--- src/design/reset_seq_map.svh ---
`ifndef RESET_SEQ_MAP_SVH
`define RESET_SEQ_MAP_SVH
// Register byte addresses on the AXI4-Lite slave.
`define ADDR_RESET_CAUSE 8'h00
`define ADDR_OSC_CTRL 8'h04
`define ADDR_STARTUP_STAT 8'h08
// Reset cause field positions.
`define BIT_TRAP 15
`define BIT_ILLEGAL 14
`define BIT_CFGMIS 9
`define BIT_MEM_POWER 8
`define BIT_PIN_RST 7
`define BIT_SW_RST 6
`define BIT_WDOG_EN 5
`define BIT_WDOG_TMO 4
`define BIT_SLEEP 3
`define BIT_IDLE 2
`define BIT_BROWN 1
`define BIT_POR 0
// Power-on value: only brown-out and power-on flags set.
`define RESET_CAUSE_POR_VAL 16'h0003
`define RESET_CAUSE_WMASK 16'hC3FF
// Oscillator control field position and fast RC code.
`define OSC_CUR_LSB 12
`define OSC_FAST_RC_CODE 3'h0
// Timing figures.
`define POWER_UP_TIMER_MS 64
`define POWER_ON_DELAY_US 10
`define CLK_MHZ 100
`define STARTUP_PERIODS 1024
`endif

--- src/design/reset_seq_pkg.sv ---
package reset_seq_pkg;
   // Reset source strobes, one cycle each.
   typedef struct packed {
      logic powerOn;
      logic brownOut;
      logic masterClearPin;
      logic softwareReset;
      logic watchdogTimeout;
      logic configMismatch;
      logic trapConflict;
      logic illegalOperation;
   } reset_src_t;
   // Power-save instruction strobes.
   typedef struct packed {
      logic sleepCmd;
      logic idleCmd;
   } power_save_t;
   typedef enum logic [3:0] {
      ST_RESET = 4'h1,
      ST_DELAY = 4'h2,
      ST_WAITCLK = 4'h4,
      ST_RUN = 4'h8
   } seq_state_t;
endpackage

--- src/design/reset_cause_and_startup_sequencer.sv ---
`include "reset_seq_map.svh"
`timescale 1ns/1ps
`default_nettype none
module reset_cause_and_startup_sequencer #(
   parameter int unsigned POWER_UP_CYCLES = `POWER_UP_TIMER_MS * 1000 * `CLK_MHZ,
   parameter int unsigned POWER_ON_CYCLES = `POWER_ON_DELAY_US * `CLK_MHZ
) (
   input wire logic ref_clk,
   input wire logic rst,
   input wire reset_seq_pkg::reset_src_t resetSrc,
   input wire reset_seq_pkg::power_save_t powerSave,
   input wire logic clockSwitchEnable,
   input wire logic [2:0] oscillatorSelectFuse,
   input wire logic watchdogConfigFuse,
   input wire logic twoSpeedEnable,
   input wire logic crystalSource,
   input wire logic usePll,
   input wire logic pllLocked,
   input wire logic oscTick,
   input wire logic failSafeEnable,
   input wire logic clockValid,
   input wire logic [31:0] s_axi_awaddr,
   input wire logic s_axi_awvalid,
   output logic s_axi_awready,
   input wire logic [31:0] s_axi_wdata,
   input wire logic [3:0] s_axi_wstrb,
   input wire logic s_axi_wvalid,
   output logic s_axi_wready,
   output logic [1:0] s_axi_bresp,
   output logic s_axi_bvalid,
   input wire logic s_axi_bready,
   input wire logic [31:0] s_axi_araddr,
   input wire logic s_axi_arvalid,
   output logic s_axi_arready,
   output logic [31:0] s_axi_rdata,
   output logic [1:0] s_axi_rresp,
   output logic s_axi_rvalid,
   input wire logic s_axi_rready,
   output logic systemReset,
   output logic coreRun,
   output logic [23:0] programCounterLoad,
   output logic [2:0] systemClockSel,
   output logic watchdogEnable,
   output logic memoryBiasSleep,
   output logic regulatorStandby,
   output logic oscFailTrap,
   output logic flashCtrlReset
);
   localparam logic [2:0] FAST_RC = `OSC_FAST_RC_CODE;
   localparam logic [1:0] RESP_OKAY = 2'h0;
   localparam logic [1:0] RESP_SLVERR = 2'h2;

   reset_seq_pkg::seq_state_t state_r;
   logic [15:0] cause_r;
   logic [2:0] curOsc_r;
   logic [31:0] delay_r;
   logic [9:0] startCnt_r;
   logic startDone_r;
   logic [31:0] awAddr_r;
   logic [31:0] wData_r;
   logic [3:0] wStrb_r;
   logic awHave_r;
   logic wHave_r;
   logic anySrc;
   logic [15:0] wrVal;
   logic wrCause;
   logic clockReady;
   logic primaryReady;
   logic clockFail;

   // Byte-lane merge of a write word into a 16-bit register.
   function automatic logic [15:0] mergeLanes(input logic [15:0] old, input logic [31:0] d,
                                              input logic [3:0] s);
      logic [15:0] r;
      r = old;
      if (s[0])
         r[7:0] = d[7:0];
      if (s[1])
         r[15:8] = d[15:8];
      return r;
   endfunction

   // Any source strobe restarts the sequence; software writes never reach here.
   assign anySrc = |resetSrc;
   assign wrCause = awHave_r && wHave_r && !s_axi_bvalid &&
                    (awAddr_r[7:0] == `ADDR_RESET_CAUSE);
   assign wrVal = mergeLanes(cause_r, wData_r, wStrb_r) & `RESET_CAUSE_WMASK;
   // Crystals need the start-up timer; PLL needs lock; two-speed runs on RC at once.
   assign primaryReady = (!crystalSource || startDone_r) && (!usePll || pllLocked);
   assign clockReady = twoSpeedEnable || primaryReady;
   // Monitored clock missing while running: fall back to fast RC at once.
   assign clockFail = state_r == reset_seq_pkg::ST_RUN && failSafeEnable && !clockValid;

   // Reset cause flags: hardware set wins over a software write in the same cycle.
   always_ff @(posedge ref_clk or posedge rst)
   begin
      if (rst)
         cause_r <= `RESET_CAUSE_POR_VAL;
      else if (resetSrc.powerOn)
         cause_r <= `RESET_CAUSE_POR_VAL;
      else
      begin
         cause_r <= wrCause ? wrVal : cause_r;
         if (powerSave.sleepCmd || powerSave.idleCmd)
            cause_r[`BIT_WDOG_TMO] <= 1'b0;
         if (resetSrc.trapConflict)
            cause_r[`BIT_TRAP] <= 1'b1;
         if (resetSrc.illegalOperation)
            cause_r[`BIT_ILLEGAL] <= 1'b1;
         if (resetSrc.configMismatch)
            cause_r[`BIT_CFGMIS] <= 1'b1;
         if (resetSrc.masterClearPin)
            cause_r[`BIT_PIN_RST] <= 1'b1;
         if (resetSrc.softwareReset)
            cause_r[`BIT_SW_RST] <= 1'b1;
         if (resetSrc.watchdogTimeout)
            cause_r[`BIT_WDOG_TMO] <= 1'b1;
         if (powerSave.sleepCmd)
            cause_r[`BIT_SLEEP] <= 1'b1;
         if (powerSave.idleCmd)
            cause_r[`BIT_IDLE] <= 1'b1;
         if (resetSrc.brownOut)
            cause_r[`BIT_BROWN] <= 1'b1;
      end
   end

   // Current oscillator: fuse on power-on or brown-out, or on any reset while clock switching is disabled; kept on other resets.
   always_ff @(posedge ref_clk or posedge rst)
   begin
      if (rst)
         curOsc_r <= FAST_RC;
      else if (!clockSwitchEnable && anySrc)
         curOsc_r <= oscillatorSelectFuse;
      else if (resetSrc.powerOn || resetSrc.brownOut)
         curOsc_r <= oscillatorSelectFuse;
      else if (clockFail)
         curOsc_r <= FAST_RC;
      else if (wrCause == 1'b0 && awHave_r && wHave_r && !s_axi_bvalid &&
               awAddr_r[7:0] == `ADDR_OSC_CTRL && wStrb_r[1])
         curOsc_r <= wData_r[`OSC_CUR_LSB +: 3];
   end

   // Oscillator start-up timer: a 10-bit count of oscillator ticks.
   // It runs during the release delay, so neither wait adds to the other.
   always_ff @(posedge ref_clk or posedge rst)
   begin
      if (rst)
      begin
         startCnt_r <= 10'h000;
         startDone_r <= 1'b0;
      end
      else if (anySrc)
      begin
         startCnt_r <= 10'h000;
         startDone_r <= 1'b0;
      end
      else if (oscTick && !startDone_r)
      begin
         startCnt_r <= startCnt_r + 10'h001;
         startDone_r <= (startCnt_r == 10'h3FF);
      end
   end

   // Release sequencer: delay chosen by the last reset type.
   always_ff @(posedge ref_clk or posedge rst)
   begin
      if (rst)
      begin
         state_r <= reset_seq_pkg::ST_RESET;
         delay_r <= 32'h0000_0000;
      end
      else if (resetSrc.powerOn)
      begin
         state_r <= reset_seq_pkg::ST_DELAY;
         delay_r <= POWER_ON_CYCLES + POWER_UP_CYCLES;
      end
      else if (resetSrc.brownOut)
      begin
         state_r <= reset_seq_pkg::ST_DELAY;
         delay_r <= POWER_UP_CYCLES;
      end
      else if (anySrc)
      begin
         state_r <= reset_seq_pkg::ST_DELAY;
         delay_r <= 32'h0000_0000;
      end
      else
      begin
         case (state_r)
            reset_seq_pkg::ST_RESET:
               state_r <= reset_seq_pkg::ST_DELAY;
            reset_seq_pkg::ST_DELAY:
               if (delay_r == 32'h0000_0000)
                  state_r <= reset_seq_pkg::ST_WAITCLK;
               else
                  delay_r <= delay_r - 32'h0000_0001;
            reset_seq_pkg::ST_WAITCLK:
               if (clockReady || (failSafeEnable && !clockValid))
                  state_r <= reset_seq_pkg::ST_RUN;
            reset_seq_pkg::ST_RUN:
               state_r <= reset_seq_pkg::ST_RUN;
            default:
               state_r <= reset_seq_pkg::ST_RESET;
         endcase
      end
   end

   // System-facing outputs, all registered.
   always_ff @(posedge ref_clk or posedge rst)
   begin
      if (rst)
      begin
         systemReset <= 1'b1;
         coreRun <= 1'b0;
         programCounterLoad <= 24'h000000;
         systemClockSel <= FAST_RC;
         watchdogEnable <= 1'b1;
         memoryBiasSleep <= 1'b0;
         regulatorStandby <= 1'b1;
         oscFailTrap <= 1'b0;
         flashCtrlReset <= 1'b1;
      end
      else
      begin
         systemReset <= anySrc || state_r == reset_seq_pkg::ST_RESET ||
                        state_r == reset_seq_pkg::ST_DELAY;
         coreRun <= !anySrc && state_r == reset_seq_pkg::ST_RUN;
         programCounterLoad <= 24'h000000;
         // Two-speed start stays on fast RC until the primary source is ready.
         systemClockSel <= (twoSpeedEnable && (state_r != reset_seq_pkg::ST_RUN ||
                           !primaryReady)) || clockFail ? FAST_RC : curOsc_r;
         watchdogEnable <= cause_r[`BIT_WDOG_EN] || watchdogConfigFuse;
         memoryBiasSleep <= cause_r[`BIT_MEM_POWER];
         regulatorStandby <= !cause_r[`BIT_MEM_POWER];
         oscFailTrap <= state_r == reset_seq_pkg::ST_RUN && failSafeEnable &&
                        !clockValid && !anySrc;
         flashCtrlReset <= resetSrc.powerOn;
      end
   end

   // AXI write channel: address and data taken in either order, then response.
   always_ff @(posedge ref_clk or posedge rst)
   begin
      if (rst)
      begin
         awHave_r <= 1'b0;
         wHave_r <= 1'b0;
         awAddr_r <= 32'h0000_0000;
         wData_r <= 32'h0000_0000;
         wStrb_r <= 4'h0;
         s_axi_bvalid <= 1'b0;
         s_axi_bresp <= RESP_OKAY;
      end
      else
      begin
         if (s_axi_awvalid && s_axi_awready)
         begin
            awHave_r <= 1'b1;
            awAddr_r <= s_axi_awaddr;
         end
         if (s_axi_wvalid && s_axi_wready)
         begin
            wHave_r <= 1'b1;
            wData_r <= s_axi_wdata;
            wStrb_r <= s_axi_wstrb;
         end
         if (awHave_r && wHave_r && !s_axi_bvalid)
         begin
            s_axi_bvalid <= 1'b1;
            s_axi_bresp <= (awAddr_r[7:0] == `ADDR_RESET_CAUSE ||
                            awAddr_r[7:0] == `ADDR_OSC_CTRL) && awAddr_r[31:8] == 24'h0 ?
                           RESP_OKAY : RESP_SLVERR;
         end
         if (s_axi_bvalid && s_axi_bready)
         begin
            s_axi_bvalid <= 1'b0;
            awHave_r <= 1'b0;
            wHave_r <= 1'b0;
         end
      end
   end

   // Ready held high while the channel is empty; keeps one write in flight.
   always_ff @(posedge ref_clk or posedge rst)
   begin
      if (rst)
      begin
         s_axi_awready <= 1'b0;
         s_axi_wready <= 1'b0;
      end
      else
      begin
         s_axi_awready <= !awHave_r && !(s_axi_awvalid && s_axi_awready);
         s_axi_wready <= !wHave_r && !(s_axi_wvalid && s_axi_wready);
      end
   end

   // AXI read channel: one read at a time, answer one cycle after the address.
   always_ff @(posedge ref_clk or posedge rst)
   begin
      if (rst)
      begin
         s_axi_arready <= 1'b0;
         s_axi_rvalid <= 1'b0;
         s_axi_rdata <= 32'h0000_0000;
         s_axi_rresp <= RESP_OKAY;
      end
      else
      begin
         s_axi_arready <= !s_axi_rvalid && !(s_axi_arvalid && s_axi_arready);
         if (s_axi_arvalid && s_axi_arready)
         begin
            s_axi_rvalid <= 1'b1;
            s_axi_rresp <= s_axi_araddr[31:8] == 24'h0 &&
                           (s_axi_araddr[7:0] == `ADDR_RESET_CAUSE ||
                            s_axi_araddr[7:0] == `ADDR_OSC_CTRL ||
                            s_axi_araddr[7:0] == `ADDR_STARTUP_STAT) ? RESP_OKAY : RESP_SLVERR;
            case (s_axi_araddr[7:0])
               `ADDR_RESET_CAUSE:
                  s_axi_rdata <= {16'h0000, cause_r};
               `ADDR_OSC_CTRL:
                  s_axi_rdata <= {17'h00000, curOsc_r, 12'h000};
               `ADDR_STARTUP_STAT:
                  s_axi_rdata <= {24'h000000, state_r, startDone_r, pllLocked,
                                  systemReset, coreRun};
               default:
                  s_axi_rdata <= 32'h0000_0000;
            endcase
         end
         else if (s_axi_rvalid && s_axi_rready)
            s_axi_rvalid <= 1'b0;
      end
   end

   // Checks.
   AST_TRAP_SET: assert property (@(posedge ref_clk) disable iff (rst)
      resetSrc.trapConflict && !resetSrc.powerOn |=> cause_r[`BIT_TRAP])
      else $error("Trap flag not set.");
   AST_ILLEGAL_SET: assert property (@(posedge ref_clk) disable iff (rst)
      resetSrc.illegalOperation && !resetSrc.powerOn |=> cause_r[`BIT_ILLEGAL])
      else $error("Illegal flag not set.");
   AST_POR_VALUE: assert property (@(posedge ref_clk) disable iff (rst)
      resetSrc.powerOn |=> cause_r == `RESET_CAUSE_POR_VAL)
      else $error("Power-on cause value wrong.");
   AST_WDT_EN: assert property (@(posedge ref_clk) disable iff (rst)
      watchdogConfigFuse |=> watchdogEnable)
      else $error("Watchdog not forced on.");
   AST_SYSTEM_RESET: assert property (@(posedge ref_clk) disable iff (rst)
      anySrc |=> systemReset [*2])
      else $error("System reset not asserted.");
   AST_NO_RUN_IN_RESET: assert property (@(posedge ref_clk) disable iff (rst)
      systemReset |-> !coreRun)
      else $error("Core runs during reset.");
   AST_WATCHDOG_TIMEOUT_FLAG_CLR: assert property (@(posedge ref_clk) disable iff (rst)
      powerSave.sleepCmd && !resetSrc.watchdogTimeout |=> !cause_r[`BIT_WDOG_TMO])
      else $error("Watchdog flag not cleared.");
   AST_FAIL_TRAP: assert property (@(posedge ref_clk) disable iff (rst)
      oscFailTrap |-> systemClockSel == FAST_RC)
      else $error("Trap without fast RC.");
   AST_SWR_NO_RESET: assert property (@(posedge ref_clk) disable iff (rst)
      wrCause && !anySrc && state_r == reset_seq_pkg::ST_RUN |=> !systemReset)
      else $error("Flag write reset the device.");
   COV_POR: cover property (@(posedge ref_clk) disable iff (rst) resetSrc.powerOn);
   COV_RUN: cover property (@(posedge ref_clk) disable iff (rst) $rose(coreRun));
   COV_WRITE: cover property (@(posedge ref_clk) disable iff (rst) wrCause);
   COV_TRAP: cover property (@(posedge ref_clk) disable iff (rst) oscFailTrap);
endmodule
`default_nettype wire

--- config.mk ---
export PLATFORM = sky130hd
export DESIGN_NAME = reset_cause_and_startup_sequencer
export DESIGN_NICKNAME = d
export VERILOG_FILES = /design/src/design/reset_seq_pkg.sv /design/src/design/reset_cause_and_startup_sequencer.sv
export VERILOG_INCLUDE_DIRS = /design/src /design/src/design
export SDC_FILE = /design/constraint.sdc
export NUM_CORES = 1
export LEC_CHECK = 0
export CORE_UTILIZATION = 47
export CTS_BUF_LIST = sky130_fd_sc_hd__clkbuf_8
export DETAILED_ROUTE_END_ITERATION = 7
export DONT_BUFFER_PORTS = 1
export SLEW_MARGIN = 20
export SYNTH_ARGS = -nofsm -noshare
export SYNTH_HDL_FRONTEND = slang
export SYNTH_SLANG_ARGS = --single-unit
--- constraint.sdc ---
create_clock -name ref_clk -period 6.6 [get_ports ref_clk]
set_input_delay 0.33 -clock ref_clk [delete_from_list [all_inputs] [get_ports ref_clk]]
set_output_delay 0.33 -clock ref_clk [all_outputs]
set_load 0.02 [all_outputs]
Word-level counts from Yosys, hierarchy flattened
Index checks and enable logic that the tools add are counted.

Mux-type cells: 45. Bitwise logic cells: 1. Equal/unequal tests: 12. Divide/modulo/power cells: 0. Shift-type cells: 0. Multipliers: 0. Magnitude comparators: 0. Add/sub/neg operators: 2. Reduce and logical (&&, ||, !) cells: 103.

Operator list (count): 32-bit two-way mux (5); 24-bit zero test (2); 16-bit one-hot mux with 3 select lines (1); 3-bit nonzero test (16); 32-bit zero test (1); 16-bit two-way mux (2); 32-bit by 1-bit subtractor with 32-bit output (second input constant) (1); 1-bit logical AND (27); 2-bit AND reduction (13); 1-bit two-way mux (20); 10-bit two-way mux (2); 4-bit two-way mux (5); 8-bit by 3-bit equality test with 1-bit output (second input constant) (2); 8-bit zero test (2); 8-bit two-way mux (2); 4-bit one-hot mux with 4 select lines (1); 2-bit nonzero test (8); 4-bit nonzero test (4); 1-bit zero test (15); 3-bit two-way mux (5); 1-bit logical OR (14); 10-bit by 1-bit adder with 10-bit output (second input constant) (1); 10-bit equality test (second input constant) (1); 5-bit != test (second input constant) (2); other kinds (9) (11).

Bits in latches: 0. Input port bits: 129. Logic and storage cells: 201. Output and inout port bits: 75. Bits in writable memories: 0. ROM bits: 0. Flip-flop bits (word level): 169. Memories kept: 0.

Depth between registers and ports, before layout
Word-level depth: 13. Depth in mapped cells: 8. Gate-level depth less buffers: 7.

Least setup slack after synthesis
Ideal clock, no wire load.

Path kind: reg2reg. Start point: register delay_r[0]. End point: register delay_r[5]. Period minus slack after synthesis: 2368 ps. Stages on the path, launching flop included: 9. Required time: 6465 ps. Library setup time: 135 ps. Arrival time: 2234 ps. Buffers on the path: 1. Path slack: 4232 ps. Path through: dfrtp_1 -> inv_1 -> ha_1 -> or4b_1 -> or2_2 -> or4_4 -> buf_6 -> a211oi_1 -> a211oi_1.

Longest elaborated chain between the ends: 6. Elaborated cells on any way between the ends: 9. Classes of those cells: add/sub (1); eq/ne (1); mux (5); reduce/logical (2).

Ends and longest elaborated chain: from (decl) (line reset_cause_and_startup_sequencer.sv:56) `logic [31:0] delay_r;`; from (signal assigned) (line reset_cause_and_startup_sequencer.sv:175) `delay_r <= POWER_ON_CYCLES + POWER_UP_CYCLES;`; from (signal assigned) (line reset_cause_and_startup_sequencer.sv:196) `delay_r <= delay_r - 32'h0000_0001;`; 32-bit by 1-bit subtractor with 32-bit output (line reset_cause_and_startup_sequencer.sv:196); 32-bit two-way mux (line reset_cause_and_startup_sequencer.sv:193) `if (delay_r == 32'h0000_0000)`; 32-bit two-way mux (line reset_cause_and_startup_sequencer.sv:189) `case (state_r)`; 32-bit two-way mux (line reset_cause_and_startup_sequencer.sv:182) `else if (anySrc)`; 32-bit two-way mux (line reset_cause_and_startup_sequencer.sv:177) `else if (resetSrc.brownOut)`; 32-bit two-way mux (line reset_cause_and_startup_sequencer.sv:172) `else if (resetSrc.powerOn)`.

Several ways; a longest one is shown, not always the timed one. The select of a mux whose other input is x is not followed. A chain may end at the register's enable or synchronous reset.

Worst setup path after layout
Start point: register delay_r[0]. End point: register delay_r[9].

Same word-level chain as after synthesis.

==> reports/metrics.csv <==
stage,metric,value,unit
hold_path,hold_depth,1,
finish,layout.nets,793,
critical_path,crit_family,simple AND/OR/NAND/NOR gates,
sta,tns,0,ns
finish,fin_cells,860,
sta,skew,0.01136,ns
yosys,synth-main-ff-cell,dfrtp_1,
yosys,syn_area_per_cell,10.82,um^2
placed_design,hpwl,11170,um
finish,area_delta_synth_final,7.377,%
die,io_pins,204,
global_routing,grt_start_max_net_pins,81,
power,pwr_density_cell,290.7,nW/um^2
die,die_y,124.5,um
critical_path,cp-end-kind,flop,
finish,drive_above_1_share,17.66,%
sta,hold_viol_final,0,
power,ir_drop,0.0002928,V
clocking,htree_levels,4,
sta,rsz0062_at_grt,no,
drt,first_iter_violations,217,
clocking,cts_tree,built,
sta,slew_headroom,39.31,%
hold_path,hp-start,s_axi_wdata[3],
critical_path,critPathKind,flop to flop,
finish,final_area,7576,um^2
clocking,clk_path_buf_depth,2,
hold_path,hold_path_end,wData_r[3],
yosys,synth_area_leader_cell,dfrtp_1,
global_routing,busiest_layer,met2,
power,p_leak,0.003232,uW
global_routing,grt_first_pass_wirelength,26250,um
critical_path,max_stage_delay,0.59,ns
yosys,yosysSeqAreaShare,50.84,%
global_routing,use_met3,8.376,%
yosys,yosys-top-cells-area,"dfrtp_1 (48%), mux2_2 (8.3%), buf_4 (4.7%)",
hold_path,hp-class,primary input to flop,
global_routing,overflow,0,
die,initial_core_util,48.36,%
die,die_area,15510,um^2
finish,multi_input_comb_area,3119,um^2
critical_path,crit_path_top_delay_cell,nor4_4,
drt,wl_per_cell,18.50,um
placed_design,routabilityCongestion,0.8252,
critical_path,cp-startpoint,delay_r[0],
die,die_x,124.5,um
yosys,synth_edf_count,0,
global_routing,use_met1,27.24,%
global_routing,met2_usage,32.89,%
global_routing,first_global_vias,5067,
finish,layout_common_cells,"dfrtp_1 (136), mux2_2 (52), conb_1 (44)",
sta,worst_slew_pin_slew,0.8976,ns
clocking,cts-root-buf,clkbuf_8,
clocking,numCtsBuffers,17,
finish,n_fill_cell,1309,
yosys,ys_seq_elements,143,
drt,viasPerCell,5.819,
clocking,clock_latency,0.44,ns
critical_path,critPathMaxFanout,15,
critical_path,r2r_start,delay_r[0],
drt,drc,0,
sta,period_share,45.00,%
clocking,cts.sinks,143,
sta,final.min_clock_period,2.970,ns
critical_path,path_buf_inv,1,
placed_design,placed_area,7034,um^2
sta,slew_viol_final,0,
yosys,yosys_warnings,0,
critical_path,r2r_cells,7,
run_status,status,finished clean,
finish,mostFrequentLayoutCell,dfrtp_1,
sta,fmax,0.3367,GHz
clocking,clkTransAtPathRegs,0.08,ns
global_routing,grt_use_total,21.32,%
critical_path,start_kind,flop,
critical_path,worst_ep_arrival_time,3.30,ns
finish,seqCellArea,3587,um^2
die,core_region_area,14590,um^2
yosys,syn_area,7056,um^2
critical_path,r2r_slack,3.63,ns
drt,drtPass1Iterations,5,
global_routing,grt_antenna_before_repair,2,
yosys,synth.top_cell.area_share,48.24,%
drt,finalWirelength,15910,um
drt,antenna_left,0,
yosys,async_flop_share,100.0,%
job,maxCapViolCount,0,
yosys,synth_cells,652,
critical_path,worstPathCellList,"inv_1, ha_1, or4b_1, or3_1, nor4_4, nor2_1, o311a_1",
drt,vias,5004,
critical_path,cp.required,6.93,ns
placed_design,io_buffers,0,
critical_path,r2r-end,delay_r[9],
die,rows,44,
placed_design,placed_cells,812,
yosys,netlist-cell-type-count,58,
sta,setup_viol,0,
power,total_power,2203,uW
-- stage by stage --
stage          worst slack [ns]  hold WS, ns  utilization [%]
2_1_floorplan             2.444       0.3345                -
3_3_place_gp              3.687       0.3058            48.20
3_5_place_dp              3.575       0.3060            48.22
4_1_cts                   3.528     0.003816            51.74
5_1_grt                   3.381    0.0001276            51.90
6_report                  3.630      0.03308            51.93
-- how the worst max path moves through the flow --
stage	end	slack (ns)	cells after the start
3_5_place_dp	delay_r[14]	3.58	7
2_1_floorplan	awAddr_r[0]	2.44	1
6_report	delay_r[9]	3.63	7
3_3_place_gp	delay_r[9]	3.69	7
4_1_cts	delay_r[14]	3.53	7
5_1_grt	delay_r[9]	3.38	7
-- sequential cells by signal (all words and copies together), names as in the netlist, 2 cells and up --
register        flops
startCnt_r         10
state_r             4
awAddr_r           32
s_axi_rdata        14
curOsc_r            3
systemClockSel      3
cause_r            12
wStrb_r             2
delay_r            32
wData_r            14
-- cell usage after synthesis, drive strengths merged, types with 10 or more instances --
cell and count:
or3 13, o31ai 18, nand2 32, clkbuf 15, nor4 20, nor2 39
or4 25, nand4 10, o21ai 19, a21oi 35, inv 21, mux2i 21
buf 55, mux2 52, dfrtp 136, nor3 16, or2 13, nand3 16
-- what timing repair did --
action | in CTS | in global routing
hold buffers | 14 | 1
setup buffers | 0 | 0
gates resized for setup | 0 | 0
endpoints found under the hold margin | 81 | 1
-- power by group --
group,switching [uW],internal (uW)
registers,130,1060
clock network,323,339
logic,161,191
total,614,1590
-- routing by layer --
layer  part of all wire, %  wire length [um]
met1                    43              6897
met2                    47              7525
met3                   7.4              1170
met4                   2.0               314
met5                     0                 0
-- cells by family (layout without fill, tap and decap cells) --
group / count (synthesis) / after routing / synth area share [%]
xor+xnor: 12 / 12 / 1.490
other cells: 1 / 46 / 0.05315
simple gates: 223 / 223 / 18.80
buf+inv: 91 / 70 / 7.484
compound gates: 107 / 107 / 9.700
mux: 73 / 73 / 11.28
fa+ha+maj: 2 / 2 / 0.3546
flops: 143 / 143 / 50.84
-- cell type report --
| cell class | count | area share (%) |
|---|---|---|
| clock buffers | 18 | 3.270 |
| inverters | 21 | 1.107 |
| multi-input cells | 461 | 41.17 |
| well taps | 184 | 3.039 |
| clock inverters | 13 | 1.668 |
| repair buffers | 18 | 2.329 |
| flip-flops and latches | 143 | 47.35 |
| diodes | 2 | 0.06606 |
No activity file was read; power rests on OpenSTA's default activity.
